## config.mk

```make
export PLATFORM = sky130hd
export DESIGN_NAME = sbf_exec
export DESIGN_NICKNAME = d
export VERILOG_FILES = /design/src/rtl/sbf_pkg.sv /design/src/rtl/sbf_exec.sv /design/src/rtl/sbf_regfile.sv
export VERILOG_INCLUDE_DIRS = /design/src /design/src/rtl
export SDC_FILE = /design/constraint.sdc
export NUM_CORES = 1
export LEC_CHECK = 0
export BUFFER_PORTS_ARGS = -buffer_cell sky130_fd_sc_hd__buf_4
export CORE_MARGIN = 2
export CORE_UTILIZATION = 40
export CTS_CLUSTER_SIZE = 20
export DETAILED_ROUTE_END_ITERATION = 8
export PLACE_DENSITY = 0.57
export SLEW_MARGIN = 15
export SYNTH_ARGS = -nofsm -noshare
export SYNTH_HDL_FRONTEND = slang
export SYNTH_SLANG_ARGS = --single-unit
export TNS_END_PERCENT = 5
```

## constraint.sdc

```tcl
create_clock -name pclk -period 4.8 [get_ports pclk]
set_clock_uncertainty 0.1 [all_clocks]
set_input_delay 0.48 -clock pclk [delete_from_list [all_inputs] [get_ports pclk]]
set_output_delay 0.48 -clock pclk [all_outputs]
set_load 0.02 [all_outputs]
```

## src/rtl/sbf_defines.svh

```systemverilog
`ifndef SBF_DEFINES_SVH
`define SBF_DEFINES_SVH

// APB byte addresses of the control words
`define SBF_ADDR_CMD      12'h000
`define SBF_ADDR_STAT     12'h004
// Window selects in paddr[11:8] for the two storage arrays
`define SBF_WIN_WREG      4'h1
`define SBF_WIN_IO        4'h2

// Command word layout
`define SBF_CMD_OP_LSB    0
`define SBF_CMD_OP_MSB    4
`define SBF_CMD_RD_LSB    5
`define SBF_CMD_RD_MSB    9
`define SBF_CMD_BIT_LSB   10
`define SBF_CMD_BIT_MSB   12
`define SBF_CMD_IO_LSB    13
`define SBF_CMD_IO_MSB    17
`define SBF_CMD_WIDTH     18

// Status word layout
`define SBF_STAT_BUSY_BIT 8

// Status register flag positions
`define SBF_FLAG_C        3'd0
`define SBF_FLAG_Z        3'd1
`define SBF_FLAG_N        3'd2
`define SBF_FLAG_V        3'd3
`define SBF_FLAG_S        3'd4
`define SBF_FLAG_H        3'd5
`define SBF_FLAG_T        3'd6
`define SBF_FLAG_I        3'd7

// Reset values
`define SBF_STATUS_REGISTER_RST      8'h00
`define SBF_CMD_RST       18'h00000
`define SBF_MEM_RD_RST    8'h00

// Execute-stage cycle counts
`define SBF_CYC_SINGLE    1
`define SBF_CYC_IO_CLEAR  2

`endif

```

## src/rtl/sbf_pkg.sv

```systemverilog
package sbf_pkg;

	// Operation codes, numbered in declaration order from zero
	typedef enum logic [4:0]
	{
		OP_NO_OPERATION,
		OP_IO_BIT_CLEAR,
		OP_LOGICAL_SHIFT_LEFT,
		OP_LOGICAL_SHIFT_RIGHT,
		OP_ROTATE_LEFT_CARRY,
		OP_ROTATE_RIGHT_CARRY,
		OP_ARITH_SHIFT_RIGHT,
		OP_NIBBLE_SWAP,
		OP_STATUS_BIT_SET,
		OP_STATUS_BIT_CLEAR,
		OP_TRANSFER_FLAG_STORE,
		OP_TRANSFER_FLAG_LOAD,
		OP_SET_CARRY,
		OP_CLEAR_CARRY,
		OP_SET_NEGATIVE,
		OP_CLEAR_NEGATIVE,
		OP_SET_ZERO,
		OP_CLEAR_ZERO,
		OP_IRQ_GLOBAL_ON,
		OP_IRQ_GLOBAL_OFF,
		OP_SET_SIGNED_FLAG,
		OP_CLEAR_SIGNED_FLAG,
		OP_SET_OVERFLOW,
		OP_CLEAR_OVERFLOW,
		OP_TRANSFER_FLAG_ON,
		OP_TRANSFER_FLAG_OFF,
		OP_SET_HALF_CARRY,
		OP_CLEAR_HALF_CARRY,
		OP_SLEEP,
		OP_WATCHDOG_RESTART
	} sbf_op_e;

	// Engine sequencing states
	typedef enum logic [1:0]
	{
		ST_IDLE,
		ST_FETCH,
		ST_EXEC,
		ST_IO_WB
	} sbf_state_e;

	typedef logic [7:0] sbf_byte_t;

endpackage

```

## src/rtl/sbf_exec.sv

```systemverilog
`timescale 1ns/1ps
`include "sbf_defines.svh"

module sbf_exec #(
	parameter int WREG_DEPTH = 32,
	parameter int IO_DEPTH   = 32
) (
	input  wire logic         pclk,         // Core clock, 100 MHz
	input  wire logic         presetn,      // Async reset, low active
	input  wire logic         psel,         // APB select
	input  wire logic         penable,      // APB access phase
	input  wire logic         pwrite,       // APB direction
	input  wire logic [11:0]  paddr,        // APB byte address
	input  wire logic [31:0]  pwdata,       // APB write data
	output logic      [31:0]  prdata,       // APB read data
	output logic              pready,       // APB ready
	output logic              pslverr,      // APB error, unmapped address
	output sbf_pkg::sbf_byte_t status_reg,  // Current status register
	output logic              irq_enable,   // Global interrupt enable flag
	output logic              sleep_req,    // One-cycle sleep request
	output logic              wdt_restart   // One-cycle watchdog restart
);
	import sbf_pkg::*;

	// Shift flag update: Z, C, N and V = N xor C
	function automatic sbf_byte_t shift_flags(sbf_byte_t s, sbf_byte_t r, logic c);
		sbf_byte_t o;
		o = s;
		o[`SBF_FLAG_Z] = (r == 8'h00);
		o[`SBF_FLAG_C] = c;
		o[`SBF_FLAG_N] = r[7];
		o[`SBF_FLAG_V] = r[7] ^ c;
		return o;
	endfunction

	// Flag position for the dedicated set/clear opcodes
	function automatic logic [2:0] flag_pos(sbf_op_e o);
		case (o)
			OP_SET_CARRY, OP_CLEAR_CARRY:               flag_pos = `SBF_FLAG_C;
			OP_SET_NEGATIVE, OP_CLEAR_NEGATIVE:         flag_pos = `SBF_FLAG_N;
			OP_SET_ZERO, OP_CLEAR_ZERO:                 flag_pos = `SBF_FLAG_Z;
			OP_IRQ_GLOBAL_ON, OP_IRQ_GLOBAL_OFF:        flag_pos = `SBF_FLAG_I;
			OP_SET_SIGNED_FLAG, OP_CLEAR_SIGNED_FLAG:   flag_pos = `SBF_FLAG_S;
			OP_SET_OVERFLOW, OP_CLEAR_OVERFLOW:         flag_pos = `SBF_FLAG_V;
			OP_TRANSFER_FLAG_ON, OP_TRANSFER_FLAG_OFF:  flag_pos = `SBF_FLAG_T;
			OP_SET_HALF_CARRY, OP_CLEAR_HALF_CARRY:     flag_pos = `SBF_FLAG_H;
			default:                                    flag_pos = `SBF_FLAG_C;
		endcase
	endfunction

	// Value forced by a dedicated set/clear opcode
	function automatic logic flag_val(sbf_op_e o);
		case (o)
			OP_SET_CARRY, OP_SET_NEGATIVE, OP_SET_ZERO, OP_IRQ_GLOBAL_ON,
			OP_SET_SIGNED_FLAG, OP_SET_OVERFLOW, OP_TRANSFER_FLAG_ON,
			OP_SET_HALF_CARRY:
				flag_val = 1'b1;
			default:
				flag_val = 1'b0;
		endcase
	endfunction

	// State and control registers
	sbf_state_e                   state_r;     // Engine state
	sbf_state_e                   state_nxt;   // Next engine state
	logic [`SBF_CMD_WIDTH-1:0]    cmd_r;       // Latched command word
	sbf_byte_t                    status_register_r;      // Status register
	logic                         sleep_r;     // Sleep pulse register
	logic                         wdt_r;       // Watchdog pulse register
	logic                         rd_wait_r;   // Memory read wait state

	// Command fields
	wire sbf_op_e    op      = sbf_op_e'(cmd_r[`SBF_CMD_OP_MSB:`SBF_CMD_OP_LSB]);
	wire logic [4:0] cmd_rd  = cmd_r[`SBF_CMD_RD_MSB:`SBF_CMD_RD_LSB];
	wire logic [2:0] cmd_bit = cmd_r[`SBF_CMD_BIT_MSB:`SBF_CMD_BIT_LSB];
	wire logic [4:0] cmd_io  = cmd_r[`SBF_CMD_IO_MSB:`SBF_CMD_IO_LSB];
	wire sbf_op_e    new_op  = sbf_op_e'(pwdata[`SBF_CMD_OP_MSB:`SBF_CMD_OP_LSB]);

	// APB decode
	wire logic apb_acc  = psel & penable;
	wire logic sel_cmd  = (paddr == `SBF_ADDR_CMD);
	wire logic sel_stat = (paddr == `SBF_ADDR_STAT);
	wire logic in_array = (paddr[7] == 1'b0) & (paddr[1:0] == 2'b00);
	wire logic sel_wreg = (paddr[11:8] == `SBF_WIN_WREG) & in_array;
	wire logic sel_io   = (paddr[11:8] == `SBF_WIN_IO) & in_array;
	wire logic mem_sel  = sel_wreg | sel_io;
	wire logic mapped   = sel_cmd | sel_stat | mem_sel;
	wire logic idle     = (state_r == ST_IDLE);
	wire logic [4:0] apb_idx = paddr[6:2];

	// Control reads answer at once; array reads and mapped writes wait for idle
	assign pready  = apb_acc & (~mapped | (~pwrite & ~mem_sel) |
		(idle & (pwrite | rd_wait_r)));
	assign pslverr = apb_acc & ~mapped;

	// Write strobes, valid only at the completing edge
	wire logic wr_fire  = apb_acc & pwrite & pready & mapped;
	wire logic start    = wr_fire & sel_cmd;
	wire logic stat_wr  = wr_fire & sel_stat;
	wire logic wreg_apb = wr_fire & sel_wreg;
	wire logic io_apb   = wr_fire & sel_io;

	// Operand-bearing opcodes need one read cycle before execute
	wire logic needs_reg = (new_op >= OP_LOGICAL_SHIFT_LEFT) & (new_op <= OP_NIBBLE_SWAP) |
		(new_op == OP_TRANSFER_FLAG_STORE) | (new_op == OP_TRANSFER_FLAG_LOAD);
	wire logic needs_io  = (new_op == OP_IO_BIT_CLEAR);
	wire logic exec      = (state_r == ST_EXEC);

	// Memory read data and engine results
	sbf_byte_t wreg_q;     // Working register read data
	sbf_byte_t io_q;       // I/O register read data
	sbf_byte_t res;        // Execute result
	sbf_byte_t status_register_nxt;   // Execute status result
	logic      res_wreg;   // Result goes to working register
	logic      res_io;     // Result goes to I/O register

	// Read ports follow the bus while idle, the command while busy
	wire logic [4:0] wreg_ra = idle ? apb_idx : cmd_rd;
	wire logic [4:0] io_ra   = idle ? apb_idx : cmd_io;
	wire logic       wreg_we = (exec & res_wreg) | wreg_apb;
	wire logic       io_we   = (state_r == ST_IO_WB) | io_apb;
	wire logic [4:0] wreg_wa = idle ? apb_idx : cmd_rd;
	wire logic [4:0] io_wa   = idle ? apb_idx : cmd_io;
	wire sbf_byte_t  wreg_wd = idle ? pwdata[7:0] : res;
	wire sbf_byte_t  io_wd   = idle ? pwdata[7:0] : io_q & ~(8'h01 << cmd_bit);

	// Working register array
	sbf_regfile #(
		.WIDTH (8),
		.DEPTH (WREG_DEPTH),
		.AW    (5)
	) u_wreg (
		.clk   (pclk),
		.rst_n (presetn),
		.we    (wreg_we),
		.waddr (wreg_wa),
		.wdata (wreg_wd),
		.raddr (wreg_ra),
		.rdata (wreg_q)
	);

	// I/O register array
	sbf_regfile #(
		.WIDTH (8),
		.DEPTH (IO_DEPTH),
		.AW    (5)
	) u_io (
		.clk   (pclk),
		.rst_n (presetn),
		.we    (io_we),
		.waddr (io_wa),
		.wdata (io_wd),
		.raddr (io_ra),
		.rdata (io_q)
	);

	// Execute datapath; status and result only used in the execute cycle
	always_comb
	begin
		res      = wreg_q;
		status_register_nxt = status_register_r;
		res_wreg = 1'b0;
		res_io   = 1'b0;
		case (op)
			OP_LOGICAL_SHIFT_LEFT:
			begin
				res      = {wreg_q[6:0], 1'b0};
				status_register_nxt = shift_flags(status_register_r, res, wreg_q[7]);
				res_wreg = 1'b1;
			end
			OP_LOGICAL_SHIFT_RIGHT:
			begin
				res      = {1'b0, wreg_q[7:1]};
				status_register_nxt = shift_flags(status_register_r, res, wreg_q[0]);
				res_wreg = 1'b1;
			end
			OP_ROTATE_LEFT_CARRY:
			begin
				res      = {wreg_q[6:0], status_register_r[`SBF_FLAG_C]};
				status_register_nxt = shift_flags(status_register_r, res, wreg_q[7]);
				res_wreg = 1'b1;
			end
			OP_ROTATE_RIGHT_CARRY:
			begin
				res      = {status_register_r[`SBF_FLAG_C], wreg_q[7:1]};
				status_register_nxt = shift_flags(status_register_r, res, wreg_q[0]);
				res_wreg = 1'b1;
			end
			OP_ARITH_SHIFT_RIGHT:
			begin
				res      = {wreg_q[7], wreg_q[7:1]};
				status_register_nxt = shift_flags(status_register_r, res, wreg_q[0]);
				res_wreg = 1'b1;
			end
			OP_NIBBLE_SWAP:
			begin
				res      = {wreg_q[3:0], wreg_q[7:4]};
				res_wreg = 1'b1;
			end
			OP_TRANSFER_FLAG_STORE:
				status_register_nxt[`SBF_FLAG_T] = wreg_q[cmd_bit];
			OP_TRANSFER_FLAG_LOAD:
			begin
				res[cmd_bit] = status_register_r[`SBF_FLAG_T];
				res_wreg     = 1'b1;
			end
			OP_IO_BIT_CLEAR:
				res_io = 1'b1;
			OP_STATUS_BIT_SET:
				status_register_nxt[cmd_bit] = 1'b1;
			OP_STATUS_BIT_CLEAR:
				status_register_nxt[cmd_bit] = 1'b0;
			OP_SET_SIGNED_FLAG, OP_CLEAR_SIGNED_FLAG,
			OP_SET_OVERFLOW, OP_CLEAR_OVERFLOW,
			OP_SET_HALF_CARRY, OP_CLEAR_HALF_CARRY,
			OP_SET_CARRY, OP_CLEAR_CARRY, OP_SET_NEGATIVE, OP_CLEAR_NEGATIVE,
			OP_SET_ZERO, OP_CLEAR_ZERO, OP_IRQ_GLOBAL_ON, OP_IRQ_GLOBAL_OFF,
			OP_TRANSFER_FLAG_ON, OP_TRANSFER_FLAG_OFF:
				status_register_nxt[flag_pos(op)] = flag_val(op);
			default:
				res = wreg_q;  // Nop, sleep, restart and unused codes change nothing
		endcase
	end

	// Sequencing: fetch for operands, one execute cycle, extra write-back for I/O
	always_comb
	begin
		state_nxt = state_r;
		case (state_r)
			ST_IDLE:
				if (start)
					state_nxt = (needs_reg | needs_io) ? ST_FETCH : ST_EXEC;
			ST_FETCH:
				state_nxt = ST_EXEC;
			ST_EXEC:
				state_nxt = res_io ? ST_IO_WB : ST_IDLE;
			ST_IO_WB:
				state_nxt = ST_IDLE;
			default:
				state_nxt = ST_IDLE;
		endcase
	end

	// Engine state and command latch
	always_ff @(posedge pclk or negedge presetn)
	begin
		if (!presetn)
		begin
			state_r <= ST_IDLE;
			cmd_r   <= `SBF_CMD_RST;
		end
		else
		begin
			state_r <= state_nxt;
			if (start)
				cmd_r <= pwdata[`SBF_CMD_WIDTH-1:0];
		end
	end

	// Status register: execute wins; bus load only happens while idle
	always_ff @(posedge pclk or negedge presetn)
	begin
		if (!presetn)
			status_register_r <= `SBF_STATUS_REGISTER_RST;
		else if (exec)
			status_register_r <= status_register_nxt;  // flags kept where untouched
		else if (stat_wr)
			status_register_r <= pwdata[7:0];
	end

	// One-cycle pulses toward power management and watchdog
	always_ff @(posedge pclk or negedge presetn)
	begin
		if (!presetn)
		begin
			sleep_r <= 1'b0;
			wdt_r   <= 1'b0;
		end
		else
		begin
			sleep_r <= exec & (op == OP_SLEEP);
			wdt_r   <= exec & (op == OP_WATCHDOG_RESTART);
		end
	end

	// Array reads need one wait cycle for the registered read port
	always_ff @(posedge pclk or negedge presetn)
	begin
		if (!presetn)
			rd_wait_r <= 1'b0;
		else
			rd_wait_r <= apb_acc & ~pwrite & mem_sel & idle & ~rd_wait_r;
	end

	// Read data mux over registered sources; zeros above each field
	assign prdata = !apb_acc ? 32'h0000_0000 :
		sel_cmd  ? {14'h0000, cmd_r} :
		sel_stat ? {23'h00_0000, ~idle, status_register_r} :
		sel_wreg ? {24'h00_0000, wreg_q} :
		sel_io   ? {24'h00_0000, io_q} : 32'h0000_0000;

	assign status_reg  = status_register_r;
	assign irq_enable  = status_register_r[`SBF_FLAG_I];
	assign sleep_req   = sleep_r;
	assign wdt_restart = wdt_r;

endmodule

```

## src/rtl/sbf_regfile.sv

```systemverilog
`timescale 1ns/1ps
`include "sbf_defines.svh"

// Small synchronous memory, registered read port
module sbf_regfile #(
	parameter int WIDTH = 8,
	parameter int DEPTH = 32,
	parameter int AW    = 5
) (
	input  wire logic             clk,    // Core clock
	input  wire logic             rst_n,  // Async reset, low active
	input  wire logic             we,     // Write strobe
	input  wire logic [AW-1:0]    waddr,  // Write index
	input  wire logic [WIDTH-1:0] wdata,  // Write data
	input  wire logic [AW-1:0]    raddr,  // Read index
	output logic      [WIDTH-1:0] rdata   // Read data, one cycle late
);

	logic [WIDTH-1:0] mem_r [DEPTH];  // Storage, no reset on purpose
	logic [WIDTH-1:0] rdata_r;        // Read register

	// Array write; left without reset so it maps to RAM
	always_ff @(posedge clk)
	begin
		if (we)
			mem_r[waddr] <= wdata;
	end

	// Read register; old data on a same-address write
	always_ff @(posedge clk or negedge rst_n)
	begin
		if (!rst_n)
			rdata_r <= `SBF_MEM_RD_RST;
		else
			rdata_r <= mem_r[raddr];
	end

	assign rdata = rdata_r;

endmodule

```

* Yosys cells after proc, flatten, opt, wreduce, memory -nomap -nowiden
Memory sizes are Yosys's and may differ from the RTL's. A register that Yosys moved wholly into a read port is not among the register bits. Index checks and enable logic that the tools add are counted.
Storage, ports and cells: register bits after elaboration 31, RAM bits 512, bits in read-only memories 128, output and inout bits 45, logic and storage cells 169, memories kept 4
Cells by class: $lt $le $gt $ge 6, equality and inequality tests 47, shifts and indexed selects 1, muxes and demuxes 35, bitwise gates (word level) 48, reduce and logical (&&, ||, !) cells 19
Memories:
- u_io.mem_r | depth 32, width 8, rd ports 1, clocked after memory_dff 1, write ports 1, line sbf_regfile.sv:19 | logic [WIDTH-1:0] mem_r [DEPTH];
- u_wreg.mem_r | depth 32, width 8, rd ports 1, clocked after memory_dff 1, write ports 1, line sbf_regfile.sv:19
- (name not given) | depth 32, width 3, rd ports 1, clocked after memory_dff 0, write ports 0, line sbf_exec.sv:38 | case (o)
- (name not given) | depth 32, width 1, rd ports 1, clocked after memory_dff 0, write ports 0, line sbf_exec.sv:53 | case (o)
Operators by type and width (count):
- $eq A5 B5 Y1 const B | 14
- $pmux W8 S7 | 1
- $eq A5 B4 Y1 const B | 10
- $mux W8 | 6
- $pmux W6 S8 | 1
- $mux W18 | 2
- $logic_not A8 Y1 | 3
- $and A1 B1 Y1 | 23
- $eq A5 B3 Y1 const B | 4
- $and A8 B8 Y8 | 2
- $bwmux W8 | 2
- $not A8 Y8 | 2
- $reduce_or A16 Y1 | 1
- $logic_not A7 Y1 | 2
- $eq A12 B3 Y1 const B | 1
- $logic_not A12 Y1 | 1
- $or A1 B1 Y1 | 11
- $eq A5 B1 Y1 const B | 2
- $eq A5 B2 Y1 const B | 2
- $mux W1 | 10
- $mux W5 | 2
- $ne A2 B2 Y1 const B | 5
- $mux W9 | 1
- $ne A9 B1 Y1 const B | 1
- other kinds (29) | 47

* Depth between registers and ports, before layout
word-level depth 15, depth in mapped cells 10, depth with buffers taken out 8

* Hierarchy
Synthesis repeated with hierarchy kept, for this count alone.
Unflattened totals: cell total of the unflattened synthesis 1329, area total of the unflattened synthesis 23707.7 um^2
By module, submodules not included:
- sbf_regfile | instances 2, cells an instance 417, area an instance 10093.4 um^2, sequential area each 7887.6 um^2
- sbf_exec | instances 1, cells an instance 495, area an instance 3520.9 um^2, sequential area each 775.7 um^2

* Worst setup path after synthesis
Ideal clock, no wire load.
kind reg-to-reg, start point register cmd_r[1], end point memory u_wreg.mem_r[0][0] (data pin), library setup time 0.454 ns, arrival time 2.964 ns, setup slack 1.282 ns, cell stages (with the launch flop) 9, path buffers 2, period minus slack after synthesis 3.518 ns, cell sequence dfrtp_1 clkbuf_1 buf_1 nand2_1 nor2_1 nand2_1 o21ai_0 a221oi_1 o21ai_0
On the way: word-level cells in the longest chain between the ends 3
RTL lines:
- from (decl) | line sbf_exec.sv:66 | logic [`SBF_CMD_WIDTH-1:0] cmd_r;
- from (signal assigned) | line sbf_exec.sv:250 | cmd_r <= `SBF_CMD_RST;
- from (signal assigned) | line sbf_exec.sv:256 | cmd_r <= pwdata[`SBF_CMD_WIDTH-1:0];
- $eq A5 B4 Y1 (tied with other cells) | line sbf_exec.sv:164 | case (op)
- $pmux W8 S7 * | line sbf_exec.sv:164
- $mux W8 * | line sbf_exec.sv:124 | wire sbf_byte_t wreg_wd = idle ? pwdata[7:0] : res;
- named net u_wreg.wdata[0] | line sbf_regfile.sv:14 | input wire logic [WIDTH-1:0] wdata,
- to (decl) | line sbf_regfile.sv:19
Mark *: on every way through the listed nets, which the timed path passes. The rest lies on a longest branch.

* Worst setup path after layout
start point register state_r[1], end point memory u_io.mem_r[29][1] (enable)
On the way: word-level cells in the longest chain between the ends 10
RTL lines:
- from (decl) | line sbf_exec.sv:64 | sbf_state_e state_r;
- from (signal assigned) | line sbf_exec.sv:254 | state_r <= state_nxt;
- $logic_not A2 Y1 | line sbf_exec.sv:88 | wire logic idle = (state_r == ST_IDLE);
- $and A1 B1 Y1 | line sbf_exec.sv:93 | (idle & (pwrite | rd_wait_r)));
- $or A1 B1 Y1 | line sbf_exec.sv:92 | assign pready = apb_acc & (~mapped | (~pwrite & ~mem_sel) |
- $and A1 B1 Y1 | line sbf_exec.sv:92
- $and A1 B1 Y1 (2 in a row) | line sbf_exec.sv:97 | wire logic wr_fire = apb_acc & pwrite & pready & mapped;
- $and A1 B1 Y1 | line sbf_exec.sv:101 | wire logic io_apb = wr_fire & sel_io;
- $or A1 B1 Y1 | line sbf_exec.sv:121 | wire logic io_we = (state_r == ST_IO_WB) | io_apb;
- $mux W1 | line sbf_regfile.sv:25 | if (we)
- $mux W1 (implied by the code) | line sbf_regfile.sv:26 | mem_r[waddr] <= wdata;
- to (decl) | line sbf_regfile.sv:19
Several ways; a longest one is shown, not always the timed one.

==> impl_metrics.json <==
{
  "outcome": "complete, no violations",
  "whs_ns": 0.0442,
  "fin_crit_ns": 3.85,
  "syn_area_per_cell_um2": 15.1,
  "antenna_found_initial": 3,
  "final_common_cell": "edfxtp_1",
  "syn2layout_area_growth_pct": 14.4,
  "clk_pin_slew_worst_paths_ns": 0.06,
  "n_fill_cell": 4923,
  "synthDistinctLibCells": 71,
  "pin_count": 94,
  "synth_edf_count": 512,
  "grt_pass1_wl_um": 92400,
  "grt_use_total": 0.205,
  "synthTopCellsByArea": "edfxtp_1, dfrtp_1, a22o_1, a221oi_1, nor2_1",
  "postCtsSetupRepairBufs": 0,
  "placementRows": 87,
  "rsz0062_at_grt": "false",
  "drt_iter0_drc": 1473,
  "die_width_um": 244,
  "gp_congestion": 0.936,
  "layoutNonFillerInstCount": 2396,
  "initial_core_util": 0.406,
  "powerDensity_nw_per_um2": 406,
  "cts_root_buffer": "clkbuf_16",
  "worst_slack_ns": 0.953,
  "port_buffers": 65,
  "post_drt_wl_per_cell_um": 25.6,
  "fin_area_um2": 26300,
  "cts_sinks": 559,
  "postSynthCellCount": 1528,
  "hold_path.class": "in2reg",
  "drv_cap": 0,
  "setup_viol": 0,
  "layout_common_cells": "edfxtp_1, a22o_1, a221oi_1, nor2_1, buf_4",
  "dp_cells": 2291,
  "numCtsBuffers": 56,
  "fin_crit_sh": 0.802,
  "syn_area_um2": 23000,
  "slew_headroom": 0.180,
  "synth_seq_cells": 559,
  "drive_gt1_frac": 0.152,
  "drcViolationCount": 0,
  "chipHeight_um": 244,
  "htree_levels": 2,
  "grt_pass1_vias": 14221,
  "overflow": 0,
  "core_area_um2": 56600,
  "routed_wl_um": 61300,
  "cts_tree": "done",
  "clock_path_buffers": 3,
  "synth_top_area_frac": 0.668,
  "ir_drop_mv": 0.241,
  "layout.nets": 1653,
  "dpl_cell_area_um2": 24400,
  "worst_pin_slew_ns": 1.23,
  "first_pass_iters": 7,
  "cp_max_fo": 17,
  "synth-seq-area-share": 0.719,
  "final_util": 0.465,
  "antennaDiodeCount": 0,
  "ant_nets": 0,
  "start_kind": "flop",
  "yosys.area.top_type": "edfxtp_1",
  "fmax_ghz": 0.260,
  "seq_area_um2": 16600,
  "dieArea_um2": 59400,
  "worst_ep_arrival_time_ns": 3.99,
  "vias_per_cell": 6.03,
  "tns_ns": 0,
  "async_reset_ff_frac": 0.0841,
  "ctsResizeCount": 0,
  "ys_warn_count": 0,
  "place_ws_ns": 1.01,
  "crit_type": "reg2reg",
  "crit_path_end_kind": "flop",
  "post-dp-hpwl_um": 38400,
  "clock_latency_ns": 0.62,
  "multi_input_area_um2": 6010,
  "final-hold-violation-count": 0,
  "crit_required_ns": 4.94,
  "num_vias": 14449,
  "synth-main-ff-cell": "edfxtp_1",
  "slew_viol_final": 0,
  "power_mw": 10.7,
  "grt_max_degree": 65,
  "leakage_nw": 8.67,
  "reg_top3": "u_io.mem_r: 256 flops, u_wreg.mem_r: 256 flops, cmd_r: 18 flops"
}
==> power by group <==
part           total (mW)  internal [mW]  switching [mW]  leakage, nW
Sequential           5.48           5.42          0.0677         5.18
Clock                4.34           2.55            1.79        0.897
Combinational       0.854          0.268           0.585         2.59
==> repair_timing <==
item                       4_1_cts  5_1_grt
setup endpoints to repair        0        0
hold endpoints to repair        53        0
hold buffers                     7        0
==> final timing paths <==
| check | start | to | slack (ns) | depth (start not counted) |
|---|---|---|---|---|
| worst max-delay path | state_r[1] | u_io.mem_r[29][1] | 0.95 | 5 |
| worst min-delay path | pwdata[0] | cmd_r[0] | 0.04 | 3 |
| worst max register to register | state_r[1] | u_io.mem_r[29][1] | 0.95 | 5 |
| worst min register to register | rd_wait_r | rd_wait_r | 0.49 | 2 |
| max in group asynchronous | presetn | state_r[1] | 3.79 | 2 |
| min in group asynchronous | presetn | status_reg[2] | 0.32 | 2 |
==> cell families (layout without fill, tap and decap cells) <==
logic type | count (synthesis) | count (layout) | share of synthesized area
AO/OA/AOI/OAI | 480 | 480 | 0.169
multiplexers | 23 | 23 | 0.0109
adder cells (fa/ha/maj) | 4 | 4 | 0.00218
XOR/XNOR | 4 | 4 | 0.00152
flip-flops | 559 | 559 | 0.719
AND/OR/NAND/NOR | 328 | 328 | 0.0689
other | 1 | 14 | 0.000163
buffers and inverters | 129 | 228 | 0.0283
==> critical path, cell delays in order, from the launching register on <==
cell and delay, ns:
dfrtp_1 0.48, nor2_2 0.55, nand2_1 0.32, o32ai_4 0.59
nand2_1 0.63, nor2_1 0.81
==> synth_stat cells, types with 6 or more instances <==
| master | count |
|---|---|
| nand2b_1 | 8 |
| buf_6 | 11 |
| a221oi_2 | 17 |
| a22oi_1 | 15 |
| a22o_1 | 131 |
| nand3_1 | 20 |
| a31oi_1 | 8 |
| mux2_2 | 13 |
| nor3_1 | 8 |
| buf_2 | 14 |
| mux2i_1 | 6 |
| nor4_1 | 6 |
| a21oi_1 | 18 |
| o211ai_1 | 8 |
| or4_1 | 18 |
| inv_1 | 10 |
| buf_1 | 11 |
| nand3b_1 | 13 |
| edfxtp_1 | 512 |
| a221oi_1 | 123 |
| nor2_1 | 120 |
| and2_1 | 10 |
| nand2_1 | 85 |
| nor2b_1 | 8 |
| o22ai_1 | 67 |
| dfrtp_1 | 47 |
| clkbuf_1 | 64 |
| o21ai_0 | 41 |
| buf_4 | 18 |
==> final cells by class <==
type                       count  share of cell area
tap                          756              0.0359
sequential                   559               0.629
multi-input combinational    853               0.228
timing repair buffer         119              0.0356
clock buffer                  76              0.0596
clock inverter                22             0.00994
inverter                      11             0.00157
==> per-layer routing <==
metal	wire (um)	GRT usage	vias up
met5	29	0	-
met4	1650	0.0617	4
met3	4270	0.0378	114
met2	27700	0.310	541
met1	27600	0.302	7385
li1	-	-	6405
Power figures use the tool's default switching activity.
